[config.mk]
export PLATFORM = sky130hd
export DESIGN_NAME = dspt_timer
export DESIGN_NICKNAME = d
export VERILOG_FILES = /design/src/hdl/dspt_pkg.sv /design/src/hdl/dspt_out_ch.sv /design/src/hdl/dspt_prescaler.sv /design/src/hdl/dspt_timer.sv
export SDC_FILE = /design/constraint.sdc
export NUM_CORES = 1
export LEC_CHECK = 0
export ABC_CLOCK_PERIOD_IN_PS = 4300
export BUFFER_PORTS_ARGS = -buffer_cell sky130_fd_sc_hd__buf_2
export CAP_MARGIN = 20
export CORE_ASPECT_RATIO = 1.25
export CORE_UTILIZATION = 50
export CTS_CLUSTER_SIZE = 25
export DETAILED_ROUTE_END_ITERATION = 10
export PLACE_DENSITY = 0.78
export SLEW_MARGIN = 0
export SYNTH_ARGS = -nofsm -noshare
export SYNTH_HDL_FRONTEND = slang
export SYNTH_SLANG_ARGS = --single-unit
[constraint.sdc]
create_clock -name clock -period 4.3 [get_ports clock]
set_input_delay 0.43 -clock clock [delete_from_list [all_inputs] [get_ports clock]]
set_output_delay 0.43 -clock clock [all_outputs]
set_load 0.05 [all_outputs]
[src/hdl/dspt_pkg.sv]
// Package for the dual-slope 16-bit PWM timer: mode codes, tops, widths,
// prescaler settings and carrier structs.
// Assumes one clock domain; no bus, all control arrives on plain ports.
package dspt_pkg;

  // ----------------------------------------------------------------
  // Widths
  // ----------------------------------------------------------------
  localparam int CNT_W   = 16;
  localparam int MODE_W  = 4;
  localparam int OMODE_W = 2;
  localparam int PSEL_W  = 3;
  localparam int PDIV_W  = 10;

  // ----------------------------------------------------------------
  // Waveform select codes
  // ----------------------------------------------------------------
  localparam logic [3:0] WS_PC8      = 4'h1;
  localparam logic [3:0] WS_PC9      = 4'h2;
  localparam logic [3:0] WS_PC10     = 4'h3;
  localparam logic [3:0] WS_PFC_CAP  = 4'h8;
  localparam logic [3:0] WS_PFC_CMPA = 4'h9;
  localparam logic [3:0] WS_PC_CAP   = 4'ha;
  localparam logic [3:0] WS_PC_CMPA  = 4'hb;

  // ----------------------------------------------------------------
  // Fixed tops and reset values
  // ----------------------------------------------------------------
  localparam logic [15:0] TOP_8BIT  = 16'h00ff;
  localparam logic [15:0] TOP_9BIT  = 16'h01ff;
  localparam logic [15:0] TOP_10BIT = 16'h03ff;
  localparam logic [15:0] BOTTOM    = 16'h0000;
  localparam logic [15:0] CNT_RST   = 16'h0000;
  localparam logic [15:0] MIN_TOP   = 16'h0003;

  // ----------------------------------------------------------------
  // Output mode field codes
  // ----------------------------------------------------------------
  localparam logic [1:0] OM_OFF    = 2'h0;
  localparam logic [1:0] OM_TOGGLE = 2'h1;
  localparam logic [1:0] OM_NONINV = 2'h2;
  localparam logic [1:0] OM_INV    = 2'h3;

  // ----------------------------------------------------------------
  // Prescaler selects and divide counts
  // ----------------------------------------------------------------
  localparam logic [2:0] PS_STOP = 3'h0;
  localparam logic [2:0] PS_1    = 3'h1;
  localparam logic [2:0] PS_8    = 3'h2;
  localparam logic [2:0] PS_64   = 3'h3;
  localparam logic [2:0] PS_256  = 3'h4;
  localparam logic [2:0] PS_1024 = 3'h5;
  localparam logic [9:0] DIV8_MASK    = 10'h007;
  localparam logic [9:0] DIV64_MASK   = 10'h03f;
  localparam logic [9:0] DIV256_MASK  = 10'h0ff;
  localparam logic [9:0] DIV1024_MASK = 10'h3ff;

  // ----------------------------------------------------------------
  // Carriers
  // ----------------------------------------------------------------
  typedef struct packed {
    logic [3:0] waveform_select;
    logic [1:0] output_mode_a;
    logic [1:0] output_mode_b;
    logic [2:0] tick_select;
  } dspt_cfg_t;

  typedef struct packed {
    logic overflow_flag;
    logic compare_match_flag_a;
    logic compare_match_flag_b;
    logic capture_flag;
  } dspt_flags_t;

  typedef enum logic [1:0] {
    DSPT_UP   = 2'b00,
    DSPT_HOLD = 2'b01,
    DSPT_DOWN = 2'b11
  } dspt_dir_t;

endpackage

[src/hdl/dspt_out_ch.sv]
// One compare output channel: buffered compare value, match detect,
// waveform output and pin gating.
// Assumes count, direction and top arrive from the counter core.
`timescale 1ns/1ps
module dspt_out_ch #(
  parameter int WIDTH = 16
) (
  // Clock and reset
  input  wire logic             clock,
  input  wire logic             reset,
  // Software write of the compare value
  input  wire logic             write_en,
  input  wire logic [WIDTH-1:0] write_data,
  input  wire logic [WIDTH-1:0] write_mask,
  // Counter state and channel settings
  input  wire logic             tick,
  input  wire logic             load,
  input  wire logic [WIDTH-1:0] count_value,
  input  wire logic [WIDTH-1:0] top_value,
  input  wire logic             counting_up,
  input  wire logic             pwm_mode,
  input  wire logic             toggle_ok,
  input  wire logic [1:0]       output_mode,
  input  wire logic             pin_direction_bit,
  // Results
  output logic      [WIDTH-1:0] compare_value_reg,
  output logic                  match,
  output logic                  compare_output,
  output logic                  pin_out,
  output logic                  pin_oe
);
  import dspt_pkg::*;

  initial begin
    if (WIDTH < 2) $error("dspt_out_ch width too small");
  end

  logic [WIDTH-1:0] buffer_reg;
  logic             rising;

  // ----------------------------------------------------------------
  // Buffer and active compare register
  // ----------------------------------------------------------------
  always_ff @(posedge clock or posedge reset) begin
    if (reset) begin
      buffer_reg        <= '0;
      compare_value_reg <= '0;
    end else begin
      if (write_en) buffer_reg <= write_data & write_mask; // [RULE12]
      if (load) compare_value_reg <= buffer_reg;
    end
  end

  // Match only when compare is reachable, at or below top [RULE13] [RULE17]
  assign match = tick && pwm_mode && (count_value == compare_value_reg)
                 && (compare_value_reg <= top_value);

  // Turn at top belongs to the falling slope, so compare equal top stays set in non-inverted mode
  assign rising = counting_up && (count_value != top_value); // [RULE14]

  // ----------------------------------------------------------------
  // Waveform register
  // ----------------------------------------------------------------
  always_ff @(posedge clock or posedge reset) begin
    if (reset) begin
      compare_output <= 1'b0; // [RULE23]
    end else if (match) begin
      case (output_mode)
        OM_NONINV: compare_output <= !rising;             // [RULE5] [RULE6] [RULE14]
        OM_INV:    compare_output <= rising;              // [RULE5] [RULE6] [RULE14]
        OM_TOGGLE: compare_output <= compare_output ^ toggle_ok; // [RULE15]
        default:   compare_output <= compare_output;
      endcase
    end
  end

  // ----------------------------------------------------------------
  // Pin drive: connected by mode, toggle_ok and direction bit
  // ----------------------------------------------------------------
  always_ff @(posedge clock or posedge reset) begin
    if (reset) begin
      pin_oe  <= 1'b0;
      pin_out <= 1'b0;
    end else begin
      pin_oe  <= pin_direction_bit; // [RULE16]
      pin_out <= 1'b0;
      if (output_mode != OM_OFF && !(output_mode == OM_TOGGLE && !toggle_ok)) begin // [RULE22]
        pin_out <= compare_output;
      end
    end
  end

endmodule

[src/hdl/dspt_prescaler.sv]
// Shared prescaler: one free divider, two independent tick selects.
// Assumes the timers are clocked by the same clock and use the ticks as enables.
`timescale 1ns/1ps
module dspt_prescaler #(
  parameter int NUM_TIMERS = 2
) (
  // Clock and reset
  input  wire logic                    clock,
  input  wire logic                    reset,
  // Per-timer divider select
  input  wire logic [3*NUM_TIMERS-1:0] tick_select,
  // Per-timer tick enables
  output logic      [NUM_TIMERS-1:0]   timer_tick
);
  import dspt_pkg::*;

  initial begin
    if (NUM_TIMERS < 1) $error("dspt_prescaler needs at least one timer");
  end

  logic [PDIV_W-1:0] div_reg;

  // ----------------------------------------------------------------
  // Free-running divider shared by all timers
  // ----------------------------------------------------------------
  always_ff @(posedge clock or posedge reset) begin
    if (reset) begin
      div_reg <= 10'h000;
    end else begin
      div_reg <= div_reg + 10'h001;
    end
  end

  // Each timer picks its own rate from the shared divider [RULE21]
  genvar g;
  generate
    for (g = 0; g < NUM_TIMERS; g++) begin : g_tick
      logic [2:0] sel;
      logic       tick_reg;
      assign sel = tick_select[3*g +: 3];
      assign timer_tick[g] = tick_reg;
      always_ff @(posedge clock or posedge reset) begin
        if (reset) begin
          tick_reg <= 1'b0;
        end else begin
          case (sel)
            PS_1:    tick_reg <= 1'b1;
            PS_8:    tick_reg <= (div_reg & DIV8_MASK) == DIV8_MASK;
            PS_64:   tick_reg <= (div_reg & DIV64_MASK) == DIV64_MASK;
            PS_256:  tick_reg <= (div_reg & DIV256_MASK) == DIV256_MASK;
            PS_1024: tick_reg <= (div_reg & DIV1024_MASK) == DIV1024_MASK;
            default: tick_reg <= 1'b0;
          endcase
        end
      end
    end
  endgenerate

endmodule

[src/hdl/dspt_timer.sv]
// Dual-slope 16-bit PWM timer: counter core, top select, flags and two
// compare channels, with a shared prescaler for this and an 8-bit timer.
// Assumes all inputs synchronous to clock; software writes arrive as strobes.
//
// Contract
// RULE1: Codes 1,2,3,A,B run phase correct: up to top, down to zero.
// RULE2: Phase correct top is 0x00FF/0x01FF/0x03FF, capture reg, or compare A.
// RULE3: Codes 8,9 run phase-and-frequency correct; top from capture or compare A.
// RULE4: Counter holds top for exactly one tick, then counts down.
// RULE5: Output mode 2 gives non-inverted PWM, mode 3 inverted.
// RULE6: Non-inverting clears on up match, sets on down match; inverting opposite.
// RULE7: Software keeps a register top between 0x0003 and 0xFFFF.
// RULE8: Phase correct sets overflow flag at every tick reaching zero.
// RULE9: Phase correct loads compares at top and sets compare-A or capture flag.
// RULE10: Phase-frequency correct loads compares at zero with overflow flag.
// RULE11: Phase-frequency correct sets compare-A or capture flag at top.
// RULE12: Fixed top masks compare writes above the resolution to zero.
// RULE13: Compare above top never matches.
// RULE14: Compare zero gives low, equal top gives high, non-inverted.
// RULE15: Compare A as top with mode 1 toggles output A each match.
// RULE16: Waveform reaches pin only while the direction bit is output.
// RULE17: Channel flag set whenever counter matches its compare value.
// RULE18: Phase correct falling slope uses old top, rising slope new top.
// RULE19: Software prefers phase-frequency correct when changing top live.
// RULE20: Counter synchronous, advances only on timer tick.
// RULE21: Both timers share one prescaler with own divider 1,8,64,256,1024.
// RULE22: Output mode 0 disconnects the compare output from the pin.
// RULE23: After reset count zero, up, flags clear, outputs low, disconnected.
`timescale 1ns/1ps
module dspt_timer (
  // Clock and reset
  input  wire logic                   clock,
  input  wire logic                   reset,
  // Configuration
  input  dspt_pkg::dspt_cfg_t         cfg,
  input  wire logic [2:0]             tick_select_eight,
  input  wire logic                   pin_direction_a,
  input  wire logic                   pin_direction_b,
  // Software writes
  input  wire logic                   compare_write_a,
  input  wire logic                   compare_write_b,
  input  wire logic                   capture_write,
  input  wire logic [15:0]            write_data,
  // Flag clears, one bit per flag
  input  dspt_pkg::dspt_flags_t       flag_clear,
  // Status
  output logic      [15:0]            count_value,
  output logic                        counting_down,
  output dspt_pkg::dspt_flags_t       flags,
  output logic      [15:0]            compare_value_a,
  output logic                        tick_eight,
  // Pins
  output logic                        compare_output_a,
  output logic                        compare_output_a_oe,
  output logic                        compare_output_b,
  output logic                        compare_output_b_oe
);
  import dspt_pkg::*;

  // ----------------------------------------------------------------
  // Declarations
  // ----------------------------------------------------------------
  dspt_dir_t   dir_reg, dir_next;
  logic [15:0] cnt_next;
  logic [15:0] capture_top_reg;
  logic [15:0] cmp_b;
  logic [15:0] top_value;
  logic [15:0] write_mask;
  logic [1:0]  ticks;
  logic        timer_tick;
  logic        pc_mode, pfc_mode, pwm_mode, top_from_a, top_from_cap;
  logic        at_top, at_bottom, load_cmp;
  logic        match_a, match_b;
  logic        wave_a, wave_b;
  logic [15:0] cmp_a_int;

  // ----------------------------------------------------------------
  // Mode decode
  // ----------------------------------------------------------------
  always_comb begin
    pc_mode  = 1'b0;
    pfc_mode = 1'b0;
    case (cfg.waveform_select)
      WS_PC8, WS_PC9, WS_PC10, WS_PC_CAP, WS_PC_CMPA: pc_mode = 1'b1; // [RULE1]
      WS_PFC_CAP, WS_PFC_CMPA:                       pfc_mode = 1'b1; // [RULE3]
      default: ;
    endcase
  end
  assign pwm_mode     = pc_mode || pfc_mode;
  assign top_from_a   = cfg.waveform_select == WS_PC_CMPA || cfg.waveform_select == WS_PFC_CMPA;
  assign top_from_cap = cfg.waveform_select == WS_PC_CAP || cfg.waveform_select == WS_PFC_CAP;

  // Top source selection [RULE2] [RULE3]
  always_comb begin
    case (cfg.waveform_select)
      WS_PC8:                 top_value = TOP_8BIT;
      WS_PC9:                 top_value = TOP_9BIT;
      WS_PC10:                top_value = TOP_10BIT;
      WS_PC_CAP, WS_PFC_CAP:  top_value = capture_top_reg;
      WS_PC_CMPA, WS_PFC_CMPA: top_value = cmp_a_int;
      default:                top_value = 16'hffff;
    endcase
  end

  // Fixed tops mask compare writes [RULE12]
  always_comb begin
    case (cfg.waveform_select)
      WS_PC8:  write_mask = TOP_8BIT;
      WS_PC9:  write_mask = TOP_9BIT;
      WS_PC10: write_mask = TOP_10BIT;
      default: write_mask = 16'hffff;
    endcase
  end

  // ----------------------------------------------------------------
  // Shared prescaler for this timer and the 8-bit timer
  // ----------------------------------------------------------------
  dspt_prescaler #(.NUM_TIMERS(2)) u_prescaler (
    .clock       (clock),
    .reset       (reset),
    .tick_select ({tick_select_eight, cfg.tick_select}),
    .timer_tick  (ticks)
  );
  assign timer_tick = ticks[0]; // [RULE21]

  // ----------------------------------------------------------------
  // Capture register used as top (not double buffered)
  // ----------------------------------------------------------------
  always_ff @(posedge clock or posedge reset) begin
    if (reset) begin
      capture_top_reg <= 16'h0000;
    end else if (capture_write) begin
      capture_top_reg <= write_data; // [RULE7]
    end
  end

  // ----------------------------------------------------------------
  // Counter direction and next value
  // ----------------------------------------------------------------
  assign at_top    = timer_tick && pwm_mode && count_value == top_value;
  assign at_bottom = timer_tick && pwm_mode && count_value == BOTTOM;

  always_comb begin
    dir_next = dir_reg;
    cnt_next = count_value;
    case (dir_reg)
      DSPT_UP: begin
        if (count_value >= top_value) begin
          dir_next = DSPT_HOLD; // [RULE4]
          cnt_next = count_value - 16'h0001;
        end else begin
          cnt_next = count_value + 16'h0001;
        end
      end
      DSPT_HOLD: begin
        dir_next = DSPT_DOWN;
        cnt_next = count_value - 16'h0001;
        if (count_value == 16'h0001) dir_next = DSPT_UP;
      end
      DSPT_DOWN: begin
        if (count_value == 16'h0001) dir_next = DSPT_UP;
        cnt_next = count_value - 16'h0001;
      end
      default: begin
        dir_next = DSPT_UP;
        cnt_next = CNT_RST;
      end
    endcase
  end

  // Counter advances only on the tick [RULE20] [RULE1] [RULE18]
  always_ff @(posedge clock or posedge reset) begin
    if (reset) begin
      count_value <= CNT_RST; // [RULE23]
      dir_reg     <= DSPT_UP;
    end else if (timer_tick && pwm_mode) begin
      count_value <= cnt_next;
      dir_reg     <= dir_next;
    end else if (!pwm_mode) begin
      count_value <= CNT_RST;
      dir_reg     <= DSPT_UP;
    end
  end

  // Direction status registered from the next direction
  always_ff @(posedge clock or posedge reset) begin
    if (reset) begin
      counting_down <= 1'b0;
    end else begin
      counting_down <= dir_next != DSPT_UP && timer_tick && pwm_mode ? 1'b1 :
                       (timer_tick && pwm_mode) ? 1'b0 : counting_down;
    end
  end

  // Compare load point differs by family [RULE9] [RULE10]
  assign load_cmp = (pc_mode && at_top) || (pfc_mode && at_bottom) || !pwm_mode;

  // ----------------------------------------------------------------
  // Compare channels
  // ----------------------------------------------------------------
  dspt_out_ch #(.WIDTH(16)) u_ch_a (
    .clock             (clock),
    .reset             (reset),
    .write_en          (compare_write_a),
    .write_data        (write_data),
    .write_mask        (write_mask),
    .tick              (timer_tick),
    .load              (load_cmp),
    .count_value       (count_value),
    .top_value         (top_value),
    .counting_up       (dir_reg == DSPT_UP),
    .pwm_mode          (pwm_mode),
    .toggle_ok         (top_from_a),
    .output_mode       (cfg.output_mode_a),
    .pin_direction_bit (pin_direction_a),
    .compare_value_reg (cmp_a_int),
    .match             (match_a),
    .compare_output    (wave_a),
    .pin_out           (compare_output_a),
    .pin_oe            (compare_output_a_oe)
  );

  dspt_out_ch #(.WIDTH(16)) u_ch_b (
    .clock             (clock),
    .reset             (reset),
    .write_en          (compare_write_b),
    .write_data        (write_data),
    .write_mask        (write_mask),
    .tick              (timer_tick),
    .load              (load_cmp),
    .count_value       (count_value),
    .top_value         (top_value),
    .counting_up       (dir_reg == DSPT_UP),
    .pwm_mode          (pwm_mode),
    .toggle_ok         (1'b0),
    .output_mode       (cfg.output_mode_b),
    .pin_direction_bit (pin_direction_b),
    .compare_value_reg (cmp_b),
    .match             (match_b),
    .compare_output    (wave_b),
    .pin_out           (compare_output_b),
    .pin_oe            (compare_output_b_oe)
  );

  // Status copy of compare A
  always_ff @(posedge clock or posedge reset) begin
    if (reset) begin
      compare_value_a <= 16'h0000;
    end else begin
      compare_value_a <= cmp_a_int;
    end
  end

  // ----------------------------------------------------------------
  // Flags: set wins over clear
  // ----------------------------------------------------------------
  always_ff @(posedge clock or posedge reset) begin
    if (reset) begin
      flags <= '0; // [RULE23]
    end else begin
      flags.overflow_flag <= at_bottom || (flags.overflow_flag && !flag_clear.overflow_flag); // [RULE8] [RULE10]
      flags.compare_match_flag_a <= match_a || (top_from_a && at_top) ||
        (flags.compare_match_flag_a && !flag_clear.compare_match_flag_a); // [RULE9] [RULE11] [RULE17]
      flags.compare_match_flag_b <= match_b ||
        (flags.compare_match_flag_b && !flag_clear.compare_match_flag_b); // [RULE17]
      flags.capture_flag <= (top_from_cap && at_top) ||
        (flags.capture_flag && !flag_clear.capture_flag); // [RULE9] [RULE11]
    end
  end

  // Eight-bit timer tick passed out from a flop
  always_ff @(posedge clock or posedge reset) begin
    if (reset) begin
      tick_eight <= 1'b0;
    end else begin
      tick_eight <= ticks[1];
    end
  end
endmodule
## Word-level counts from Yosys, hierarchy flattened

Cells that the tools add are included.

- Bits in registers: 138
- RAM bits: 0
- Memory bits (read-only): 0
- Memories kept: 0
- Bits in latches: 0

- Add/sub/neg operators: 3
- Equal/unequal tests: 35
- Mux-type cells: 22
- Multipliers: 0
- Magnitude comparators: 3
- Shift operators: 0
- Reduce and logical (&&, ||, !) cells: 55
- Bitwise operators: 2
- Divide/modulo/power cells: 0

Operators by type and width:

| cell | number |
|---|---|
| 16-bit case mux with 5 select lines | 1 |
| 16-bit equality test | 3 |
| 16-bit two-way mux | 3 |
| 16-bit case mux with 3 select lines | 1 |
| 16-bit less-or-equal comparator | 2 |
| 16-bit case mux with 2 select lines | 1 |
| 1-bit logical AND | 21 |
| 16-bit by 1-bit adder with 16-bit output (second input constant) | 1 |
| 16-bit bitwise AND | 1 |
| 16-bit by 1-bit equality test with 1-bit output (second input constant) | 1 |
| 4-bit equality test (second input constant) | 4 |
| 16-bit greater-or-equal comparator | 1 |
| 16-bit logical NOT | 1 |
| 16-bit != test | 1 |
| 16-bit by 1-bit subtractor with 16-bit output (second input constant) | 1 |
| 3-bit equality test (second input constant) | 5 |
| 3-bit by 2-bit equality test with 1-bit output (second input constant) | 4 |
| 10-bit by 1-bit adder with 10-bit output (second input constant) | 1 |
| 10-bit equality test (second input constant) | 1 |
| 2-bit equality test (second input constant) | 5 |
| 1-bit logical OR | 10 |
| 2-bit two-way mux | 5 |
| 1-bit case mux with 5 select lines | 2 |
| 2-bit nonzero test | 5 |
| 18 further kinds | 39 |

## Longest topological paths before layout

Gate-level depths: netlist of run 1.

- Depth in word-level cells: 10
- Gate-level depth with buffers: 14

## Cells and area by module

Synthesis of run 1 repeated with hierarchy kept, for this count alone.

- Cells, all modules: 870
- Area total of the unflattened synthesis: 8331.7 sq um

By module, submodules not included:

| module | instances | sequential area each (sq um) | cells each | area an instance (sq um) |
|---|---|---|---|---|
| dspt_out_ch | 2 | 875.8 | 225 | 2160.8 |
| dspt_timer | 1 | 1401.3 | 371 | 3465.8 |
| dspt_prescaler | 1 | 300.3 | 49 | 544.3 |

## Least setup slack after synthesis of run 1

Ideal clock, no wire load.

- Path kind: input-to-reg
- Start: input port cfg[7] (netlist bit)
- End: register count_value[4]
- Arrival: 3.568 ns
- Slack: 0.649 ns
- Stages on the path: 14
- Path buffers: 4
- Library setup time: 0.083 ns
- Cells stage by stage: clkbuf_1 -> clkbuf_1 -> buf_1 -> mux2i_1 -> nand2_1 -> ha_1 -> nand2b_1 -> a21oi_1 -> maj3_1 -> o211ai_1 -> buf_2 -> mux2i_1 -> mux2_2 -> o22ai_1

- Cells in the longest elaborated chain, start to end: 7
- Elaborated cells between the ends (all ways): 21

RTL lines:

| what | line | RTL |
|---|---|---|
| start, declared | dspt_timer.sv:35 | `input dspt_pkg::dspt_cfg_t cfg,` |
| 4-bit equality test | dspt_timer.sv:83, dspt_timer.sv:95 |  |
| 2-bit OR reduction | dspt_timer.sv:95 | `case (cfg.waveform_select)` |
| 16-bit case mux with 5 select lines | dspt_timer.sv:95 |  |
| 16-bit greater-or-equal comparator | dspt_timer.sv:148 | `if (count_value >= top_value) begin` |
| 16-bit two-way mux | dspt_timer.sv:148 |  |
| 16-bit case mux with 2 select lines | dspt_timer.sv:146 | `case (dir_reg)` |
| 16-bit two-way mux | dspt_timer.sv:176 | `end else if (timer_tick && pwm_mode) begin` |
| end signal, assigned | dspt_timer.sv:177 | `count_value <= cnt_next;` |
| end, declared | dspt_timer.sv:47 | `output logic [15:0] count_value,` |

Several ways; a longest one is shown, not always the timed one.
A chain may end at the register's enable or synchronous reset.

## Worst setup path in the final report of run 1

- Start: input port cfg[7] (netlist bit)
- End: register count_value[12]

Same word-level chain as after synthesis.

==> out/summary.txt, run 1 <==
Clock Latency Late Sink: 0.42 ns
cell area after synthesis: 7883 um^2
# IOs: 83
max-slew violations: 0
Placed Cells: 1006
arrival time at the worst endpoint: 3.86 ns
sequential cell area: 3453 um^2
utilization after layout: 59.65%
Place WS: 0.4471 ns
number of synthesized flops with an enable pin: 0
cts bufs inserted: 17
CTS clock-pin slew for the worst setup and hold paths: 0.06 ns
CTS tree: done
ys async rst share: 100.0%
Overflow after GRT: 0
layout filler cell count: 1230
post-route setup slack: 0.7802 ns
die height: 142.4 um
Initial Utilization: 51.85%
top_reg_cell synth: dfrtp_1
Final Hold Viols: 0
row cnt: 50
count of buffers from port buffering: 82
GRT Total Usage: 25.55%
Worst Path Required: 4.64 ns
register bit total from synthesis: 138
RSZ-0062 raised after global routing: false
Hold Path Class: in2async
die width: 114.3 um
fmax: 284.1 MHz
Final Skew: 0.01269 ns
multi-input logic area: 4133 um^2
Hold Worst Slack: 0.07028 ns
minimum clock period: 3.520 ns
post-synth top area cell: dfrtp_1
share of post-route cells with drive strength above 1: 27.02%
MaxCap Viol Count: 0
post-DP HPWL: 14290 um
H-tree lvl count: 4
Post-Syn Instances: 737
Seq/Total Area, Yosys: 43.81%
Finished Cell Area: 9067 um^2
DRC violations left: 0
First-pass DRT Iterations: 5
die area: 16270 um^2
first-pass GRT wire length: 31580 um
P&R area growth vs syn: 15.03%
post-synthesis net count: 829
status: complete, no violations
Placed Instance Area: 8513 um^2
Power Density: 446.9 nW/um^2
peak supply drop: 0.3210 mV
number of setup buffers added after CTS: 0
commonest non-fill, non-tap cell in the layout: dfrtp_1
vias in the first global route: 6081
CP endpoint kind: flip-flop
worst setup path category: in2reg
cts repair resizes: 0
area of the core: 15200 um^2
Area contributors post-synth: dfrtp_1 (44%), ha_1 (8.1%), mux2_2 (7.4%)
fin crit share: 81.86%
non-filler cells in the finished layout: 1037
Distinct cells, synth: 62
Post-Syn Area per Cell: 10.70 um^2
TNS Setup: 0 ns
relative slew slack: 37.04%
CTS root buf: clkbuf_16
Tot Pwr: 4.052 mW
YS warnings: 0
CTS sink count: 138
Least-Margin Pin Slew: 0.9403 ns
antenna violations before repair: 0
most frequent cells in the layout: dfrtp_1 (138), buf_2 (82), mux2_2 (52), ha_1 (51), nand2_1 (47)
gpl congestion: 0.9622
CP Max Fanout: 26
Post-CTS Hold Buffers: 0
largest net degree at the start of global routing: 60
Antenna Cells: 0
Detailed Route Iter0 Violations: 476
Setup Viol. Count Final: 0
WL final: 19480 um
Vias: 6046
post-route antenna net violation count: 0
vias per cell: 5.830
Critical Path Start Type: input pin
Pleak: 4.219 nW
Wirelength per Cell: 18.79 um
Longest Clk Path Bufs: 2
Total Nets Final: 909
post-synth top area share: 43.81%
[report_power, final]
part	leakage, nW	switching (mW)	internal [mW]
combinational	2.24	0.628	0.433
clock	0.266	0.547	0.823
sequential	1.71	0.181	1.44
[per-layer routing]
layer / up-vias / GRT usage [%] / share of wire [%]
li1: 2825 / - / -
met1: 2931 / 32.40 / 43
met2: 232 / 41.47 / 48
met3: 58 / 5.153 / 5.4
met4: 0 / 12.85 / 4.2
met5: - / 0 / 0
[final timing paths]
kind	start	endpoint	slack, ns	depth (start not counted)
min reg2reg	u_prescaler.g_tick[1].tick_reg	tick_eight	0.35	0
min in group clock	pin_direction_b	u_ch_b.pin_oe	0.12	1
max reg2reg	u_ch_a.compare_value_reg[11]	count_value[12]	0.81	10
min	reset	u_prescaler.div_reg[9]	0.07	2
max	cfg[7]	count_value[12]	0.78	13
max in group asynchronous	reset	u_ch_b.buffer_reg[5]	3.30	3
[cell families (layout without fill, tap and decap cells)]
kind of cell,after synthesis,in the layout,share of synthesized area [%]
XOR/XNOR,45,45,5.000
adder cells (fa/ha/maj),52,52,8.222
AO/OA/AOI/OAI,137,137,11.24
multiplexers,92,92,14.41
flip-flops,138,138,43.81
AND/OR/NAND/NOR,203,203,13.56
buffers and inverters,70,162,3.762
[cell usage after synthesis (6+ instances only)]
cell type / number
mux2_4: 30
nor2_1: 38
mux2i_1: 10
a211oi_1: 11
a21oi_1: 41
nand3_1: 26
nand4_1: 16
nor3_1: 13
nor4_1: 8
nand2_1: 47
and3_1: 11
o21ai_0: 35
xnor2_1: 33
inv_1: 31
clkbuf_1: 27
ha_1: 51
nor2b_1: 11
o211ai_1: 8
a21boi_0: 6
dfrtp_1: 138
mux2_2: 52
xor2_1: 12
[critical path, stage by stage]
cell,delay (ns)
buf_2,0.21
buf_4,0.32
mux2i_1,0.22
nand2_1,0.12
ha_1,0.32
nand2b_1,0.11
a21oi_1,0.07
maj3_1,0.35
o211ai_1,0.75
buf_4,0.31
mux2_2,0.36
nor2_1,0.09
a2bb2oi_1,0.18
[final cells by class]
type	count	area share (%)
clock buffer	21	5.078
clock inverter	10	1.035
inverter	31	1.338
multi-input combinational	529	45.58
sequential	138	38.08
tap	208	2.870
timing repair buffer	100	6.016
Note: power is estimated with default switching activity, not from simulation.
==> run 2, diff against run 1 <==
- ABC_AREA: default -> 1
- ABC_CLOCK_PERIOD_IN_PS: 4300 -> 3100
- clock period: 4.3 -> 3.1 ns (I/O delays scaled with it)
==> run 2 against run 1 <==
Synthesized cell count is 25% higher. Register-to-register slack worse by 0.32 ns. Global-route usage grew 0.88 points. Design area grew 2.8%. Routed wire length is 3.8% higher. Hold slack lost 0.019 ns. Critical path depth up 4. Sequential cell count stayed put. First-iteration DRC count down 4.8%. Synthesized area rose by 1.0%. Sequential share of layout area decreased by 1.0 points. Combinational power shrank 14%.
==> out/summary.txt, run 2 <==
Post-Syn Area per Cell: 8.639 um^2 (was 10.70 um^2)
fin crit share: 85.99%
H-tree lvl count: 4 (unchanged)
post-synth top area share: 43.36% (was 43.81%)
post-route antenna net violation count: 0 (unchanged)
Initial Utilization: 51.16% (was 51.85%)
switch share: 31.27% (was 33.47%)
CTS sink count: 138 (unchanged)
top_reg_cell synth: dfrtp_1 (unchanged)
post-synth top area cell: dfrtp_1 (unchanged)
worst setup path category: in2reg (unchanged)
ys async rst share: 100.0% (unchanged)
die width: 114.9 um (was 114.3 um)
P&R area growth vs syn: 17.04% (was 15.03%)
CTS root buf: clkbuf_16 (unchanged)
layout filler cell count: 1427 (was 1230)
RSZ-0062 raised after global routing: false (unchanged)
YS warnings: 0 (unchanged)
Detailed Route Iter0 Violations: 453 (was 476)
number of synthesized flops with an enable pin: 0 (unchanged)
Pleak: 4.901 nW (was 4.219 nW)
Post-Syn Instances: 922 (was 737)
Hold Path Class: in2reg (was in2async)
Vias: 6634 (was 6046)
First-pass DRT Iterations: 4 (was 5)
number of setup buffers added after CTS: 0 (unchanged)
Pint: 3.425 mW (was 2.696 mW)
first-pass GRT wire length: 32570 um (was 31580 um)
Clk pwr share: 39.4% (was 33.8%)
Final Hold Viols: 0 (unchanged)
adder-cell share of the synthesized area: 8.011% (was 8.222%)
Area contributors post-synth: dfrtp_1 (43%), nand2_1 (11%), ha_1 (8.0%) (was dfrtp_1 (44%), ha_1 (8.1%), mux2_2 (7.4%))
die area: 16440 um^2 (was 16270 um^2)
post-synthesis net count: 1014 (was 829)
gpl congestion: 0.9978 (was 0.9622)
Compound-Gate Fraction of Synth Area: 11.55% (was 11.24%)
fmax: 375.1 MHz
Clock Latency Late Sink: 0.43 ns (was 0.42 ns)
CP Max Fanout: 10 (was 26)
relative slew slack: 51.28% (was 37.04%)
area of the core: 15570 um^2 (was 15200 um^2)
WL final: 20230 um (was 19480 um)
most frequent cells in the layout: nand2_1 (226), dfrtp_1 (138), inv_1 (104), buf_2 (82) (was dfrtp_1 (138), buf_2 (82), mux2_2 (52), ha_1 (51), nand2_1 (47))
status: complete, no violations (unchanged)
count of buffers from port buffering: 82 (unchanged)
top cells by count, synth: nand2_1 (226), dfrtp_1 (138), inv_1 (105) (was dfrtp_1 (138), mux2_2 (52), ha_1 (51))
cell area after synthesis: 7965 um^2 (was 7883 um^2)
die height: 143.1 um (was 142.4 um)
Worst Path Required: 3.42 ns (was 4.64 ns)
Critical Path Start Type: input pin (unchanged)
DRC violations left: 0 (unchanged)
most frequent cell after synthesis: nand2_1 (was dfrtp_1)
Place WS: 0.04398 ns (was 0.4471 ns)
Least-Margin Pin Slew: 0.7301 ns (was 0.9403 ns)
max-slew violations: 0 (unchanged)
vias per cell: 5.307 (was 5.830)
# IOs: 83 (unchanged)
TNS Setup: 0 ns (unchanged)
Reg power frac: 42.3% (was 40.0%)
register bit total from synthesis: 138 (unchanged)
Setup Viol. Count Final: 0 (unchanged)
peak supply drop: 0.3277 mV (was 0.3210 mV)
Overflow after GRT: 0 (unchanged)
post-route setup slack: 0.4342 ns (was 0.7802 ns)
XOR/XNOR Fraction of Synth Area: 5.938% (was 5.000%)
arrival time at the worst endpoint: 2.99 ns (was 3.86 ns)
non-filler cells in the finished layout: 1250 (was 1037)
Wirelength per Cell: 16.18 um (was 18.79 um)
CTS clock-pin slew for the worst setup and hold paths: 0.06 ns (about the same)
Longest Clk Path Bufs: 2 (unchanged)
share of post-route cells with drive strength above 1: 20.62% (was 27.02%)
Seq/Total Area, Yosys: 43.36% (was 43.81%)
Combinational Power Share: 18.3% (was 26.2%)
Power Density: 534.5 nW/um^2 (was 446.9 nW/um^2)
Distinct cells, synth: 42 (was 62)
Final Skew: 0.01407 ns (was 0.01269 ns)
GRT Total Usage: 26.43% (was 25.55%)
row cnt: 51 (was 50)
MaxCap Viol Count: 0 (unchanged)
post-DP HPWL: 15160 um (was 14290 um)
largest net degree at the start of global routing: 139 (was 60)
post-synthesis simple-gate area fraction: 21.72% (was 13.56%)
switching pwr: 1.558 mW (was 1.356 mW)
commonest non-fill, non-tap cell in the layout: nand2_1 (was dfrtp_1)
Placed Cells: 1216 (was 1006)
CTS tree: done (unchanged)
Antenna Cells: 0 (unchanged)
cts bufs inserted: 17 (unchanged)
post-synthesis mux area share: 1.838% (was 14.41%)
largest family of logic cells by synthesized area: simple AND/OR/NAND/NOR gates (was multiplexers)
minimum clock period: 2.666 ns
vias in the first global route: 6364 (was 6081)
utilization after layout: 59.88% (was 59.65%)
Total Nets Final: 1117 (was 909)
antenna violations before repair: 0 (unchanged)
CP endpoint kind: flip-flop (unchanged)
-- run 2: cell types whose count changed in the layout (fill, tap and decap cells not counted), moves of 15 or more --
cell	previous run	this run
nand2_1	47	226
inv_1	30	104
mux2_2	52	13
xor2_1	12	48
o21ai_2	0	32
mux2_4	30	0
xnor2_1	33	6
nand3_1	26	51
a21oi_1	41	26
-- run 2: power groups by stage --
stage | Combinational (mW) | Sequential (mW) | Clock (mW)
floorplan | 0.527 | 2.22 | 0
global placement | 0.880 | 2.13 | 0
detailed placement | 0.906 | 2.14 | 0
CTS | 0.914 | 2.11 | 1.99
global route | 1.01 | 2.13 | 2.08
finish | 0.910 | 2.11 | 1.96
-- run 2: path summary, 6_finish.rpt --
kind                            slack [ns]  cells after the start                            from                     end
worst max-delay path                  0.43                     17                          cfg[9]   u_ch_b.compare_output
worst min-delay path                  0.05                      2                   flag_clear[3]                flags[3]
worst max register to register        0.49                     12    u_ch_a.compare_value_reg[14]   u_ch_b.compare_output
worst min register to register        0.36                      0  u_prescaler.g_tick[1].tick_reg              tick_eight
max in group asynchronous             2.48                      3                           reset   u_ch_a.compare_output
min in group asynchronous             0.10                      3                           reset  u_prescaler.div_reg[3]
-- run 2: cell type report --
| class | instances | area, um^2 | share of cell area (%) |
|---|---|---|---|
| Clock buffer | 20 | 456.7 | 4.899 |
| Multi-Input combinational cell | 642 | 3908 | 41.91 |
| Clock inverter | 12 | 115.1 | 1.235 |
| Tap cell | 212 | 265.3 | 2.845 |
| Timing Repair Buffer | 116 | 708.2 | 7.596 |
| Inverter | 110 | 416.7 | 4.469 |
| Sequential cell | 138 | 3453 | 37.04 |
-- run 2: critical path, stage by stage --
cell and delay [ns]:
buf_2 0.15, inv_1 0.08, nand3_1 0.17, nand2_4 0.10, nor2_4 0.28, a221oi_1 0.12
buf_4 0.17, ha_1 0.29, nand4_1 0.17, nor4_1 0.23, buf_4 0.17, nor3b_1 0.26
nand4_1 0.13, nand2_1 0.17, nand3_1 0.09, nand2_1 0.06, nand2_1 0.05
-- run 2: metrics by stage --
step / power, mW / instance area [um^2] / hold slack (ns)
after floorplan: 2.744 / 7969 / 0.3312
after global placement: 3.013 / 8731 / 0.3354
after detailed placement: 3.043 / 8731 / 0.3458
after CTS: 5.009 / 9323 / 0.04582
after global routing: 5.212 / 9323 / 0.04450
final: 4.983 / 9323 / 0.05136
-- run 2: timing repair --
action	in CTS	in global routing
hold buffers	2	0
gates resized for setup	0	0
hold endpoints to repair	2	0
-- run 2: cell families (layout without fill, tap and decap cells) --
| kind of cell | Yosys count | after routing |
|---|---|---|
| AOI/OAI and AO/OA | 135 | 135 |
| DFF | 138 | 138 |
| and+or+nand+nor | 389 | 389 |
| adders and majority gates | 51 | 51 |
| muxes | 13 | 13 |
| buffers and inverters | 142 | 258 |
| xor gates and xnor gates | 54 | 54 |
-- run 2: metal layers --
| layer | part of all wire [%] | track usage, % |
|---|---|---|
| met4 | 3.6 | 12.58 |
| met2 | 50 | 43.72 |
| met3 | 4.7 | 5.560 |
| met1 | 42 | 32.78 |
| met5 | 0 | 0 |
==> run 3, diff against run 2 <==
- CTS_BUF_LIST: default -> sky130_fd_sc_hd__clkbuf_2 sky130_fd_sc_hd__clkbuf_4 sky130_fd_sc_hd__clkbuf_8
==> run 3 against run 2 <==
Routed wire length decreased by 0.44%. Sequential power about the same. Setup slack improved by 0.067 ns. Register-to-register slack improved by 0.03 ns. Via count increased by 0.57%. Final cell count unchanged. Sequential share of layout area increased by 0.76 points. Clock-buffer cell count unchanged. Combinational power about the same. Critical path depth unchanged. Clock skew about the same. Critical endpoint unchanged. Highest routed layer unchanged.
==> out/summary.txt, run 3 (synthesized netlist as in run 2, its figures left out) <==
relative slew slack: 51.10% (was 51.28%)
Clock Latency Late Sink: 0.46 ns (was 0.43 ns)
Critical Path, Cell by Cell: buf_2 -> inv_1 -> nand3_1 -> nand2_4 -> nor2_4 -> a221oi_1 -> buf_4 -> ha_1 -> nand4_1 -> nor4_1 -> buf_4 -> nor3b_1 -> nand4_1 -> nand2_1 -> nand3_1 -> nand2_1 -> nand2_1 (unchanged)
CTS tree: done (unchanged)
antenna violations before repair: 0 (unchanged)
most frequent cells in the layout: nand2_1 (226), dfrtp_1 (138), inv_1 (104), buf_2 (82) (unchanged)
Finished Cell Area: 9135 um^2 (was 9323 um^2)
Total Nets Final: 1117 (unchanged)
Least-Margin Pin Slew: 0.7327 ns (was 0.7301 ns)
CP Max Fanout: 10 (unchanged)
count of buffers from port buffering: 82 (unchanged)
critical path depth: 17 (unchanged)
CTS sink count: 138 (unchanged)
Critical Path Start Type: input pin (unchanged)
Vias: 6672 (was 6634)
worst hold start: flag_clear[3] (unchanged)
arrival time at the worst endpoint: 2.96 ns (was 2.99 ns)
share of post-route cells with drive strength above 1: 20.71% (was 20.62%)
r2r setup slk: 0.52 ns (was 0.49 ns)
post-DP HPWL: 15160 um (unchanged)
first-pass GRT wire length: 32240 um (was 32570 um)
number of setup buffers added after CTS: 0 (unchanged)
Power Density: 487.4 nW/um^2 (was 534.5 nW/um^2)
Crit-path slowest cell: ha_1 (unchanged)
First-pass DRT Iterations: 5 (was 4)
gpl congestion: 0.9978 (unchanged)
Antenna Cells: 0 (unchanged)
Critical Path Sink: u_ch_b.compare_output (unchanged)
max-slew violations: 0 (unchanged)
non-filler cells in the finished layout: 1250 (unchanged)
vias in the first global route: 6376 (was 6364)
CTS clock-pin slew for the worst setup and hold paths: 0.08 ns (was 0.06 ns)
Hold Path Class: in2reg (unchanged)
Worst Path Required: 3.46 ns (was 3.42 ns)
Worst setup startpoint: cfg[9] (unchanged)
sequential cell area: 3453 um^2 (unchanged)
Wirelength per Cell: 16.11 um (was 16.18 um)
largest net degree at the start of global routing: 139 (unchanged)
Longest Clk Path Bufs: 2 (unchanged)
RSZ-0062 raised after global routing: false (unchanged)
P&R area growth vs syn: 14.69% (was 17.04%)
commonest non-fill, non-tap cell in the layout: nand2_1 (unchanged)
worst setup path category: in2reg (unchanged)
post-route antenna net violation count: 0 (unchanged)
GRT Total Usage: 26.12% (was 26.43%)
DRC violations left: 0 (unchanged)
H-tree lvl count: 4 (unchanged)
Max stage delay on crit path: 0.29 ns (about the same)
CP dominant cell by count: nand2_1 (unchanged)
Pleak: 4.817 nW (was 4.901 nW)
area of the core: 15570 um^2 (unchanged)
die area: 16440 um^2 (unchanged)
Initial Utilization: 51.16% (unchanged)
peak supply drop: 0.3694 mV (was 0.3277 mV)
cts repair resizes: 0 (unchanged)
Detailed Route Iter0 Violations: 415 (was 453)
fmax: 384.7 MHz (was 375.1 MHz)
r2r worst-path depth: 12 (unchanged)
die height: 143.1 um (unchanged)
multi-input logic area: 3908 um^2 (unchanged)
Final Hold Viols: 0 (unchanged)
crit path buf inv count: 4 (unchanged)
Setup Viol. Count Final: 0 (unchanged)
WL final: 20140 um (was 20230 um)
status: complete, no violations (unchanged)
cell family contributing the most delay on the critical path: simple AND/OR/NAND/NOR gates (unchanged)
row cnt: 51 (unchanged)
die width: 114.9 um (unchanged)
TNS Setup: 0 ns (unchanged)
# IOs: 83 (unchanged)
CP endpoint kind: flip-flop (unchanged)
cts bufs inserted: 17 (unchanged)
Place WS: 0.04398 ns (unchanged)
vias per cell: 5.338 (was 5.307)
Placed Cells: 1216 (unchanged)
capturing point of the worst reg2reg path: u_ch_b.compare_output (unchanged)
fin crit share: 83.85% (was 85.99%)
MaxCap Viol Count: 0 (unchanged)
layout filler cell count: 1433 (was 1427)
Placed Instance Area: 8731 um^2 (unchanged)
Final Skew: 0.01364 ns (was 0.01407 ns)
CTS root buf: clkbuf_8 (was clkbuf_16)
minimum clock period: 2.599 ns (was 2.666 ns)
post-route setup slack: 0.5007 ns (was 0.4342 ns)
Overflow after GRT: 0 (unchanged)
reg-to-reg critical path startpoint: u_ch_a.compare_value_reg[14] (unchanged)
[run 3: cell counts in the layout (fill, tap and decap cells not counted)]
No cell type changed its count.
[run 3: worst min-delay path by stage]
stage            endpoint  slack [ns]  cells past startpoint
2_1_floorplan  tick_eight        0.33                      0
3_3_place_gp   tick_eight        0.34                      0
3_5_place_dp   tick_eight        0.35                      0
4_1_cts          flags[0]       0.008                      2
5_1_grt          flags[1]       0.003                      2
6_report         flags[3]        0.02                      2
[run 3: metrics by stage]
step | hold WS, ns | power, mW | util (%)
2_1_floorplan | 0.3312 | 2.744 | -
6_report | 0.01676 | 4.452 | 58.67
4_1_cts | 0.007507 | 4.465 | 58.67
3_5_place_dp | 0.3458 | 3.043 | 56.08
3_3_place_gp | 0.3354 | 3.013 | 56.08
5_1_grt | 0.002916 | 4.671 | 58.67
[run 3: what timing repair did]
action,in CTS,in global routing
hold endpoints to repair,2,0
endpoints found under the setup margin,0,0
hold buffers,2,0
[run 3: power by group]
group	total, mW	switching, mW	internal [mW]
Clock	1.44	0.747	0.691
Combinational	0.910	0.597	0.313
Sequential	2.10	0.147	1.96
[run 3: layer usage]
metal | track usage, % | vias up | share of wire, %
met5 | 0 | - | 0
met4 | 14.29 | 0 | 4.0
met3 | 4.881 | 49 | 4.4
met2 | 43.15 | 170 | 49
met1 | 32.09 | 3196 | 43
li1 | - | 3257 | -
[run 3: cell type report]
cell class	count	area share [%]
Multi-Input combinational cell	642	42.77
Sequential cell	138	37.80
Timing Repair Buffer	116	7.752
Inverter	110	4.561
Clock buffer	20	2.945
Tap cell	212	2.904
Clock inverter	12	1.260
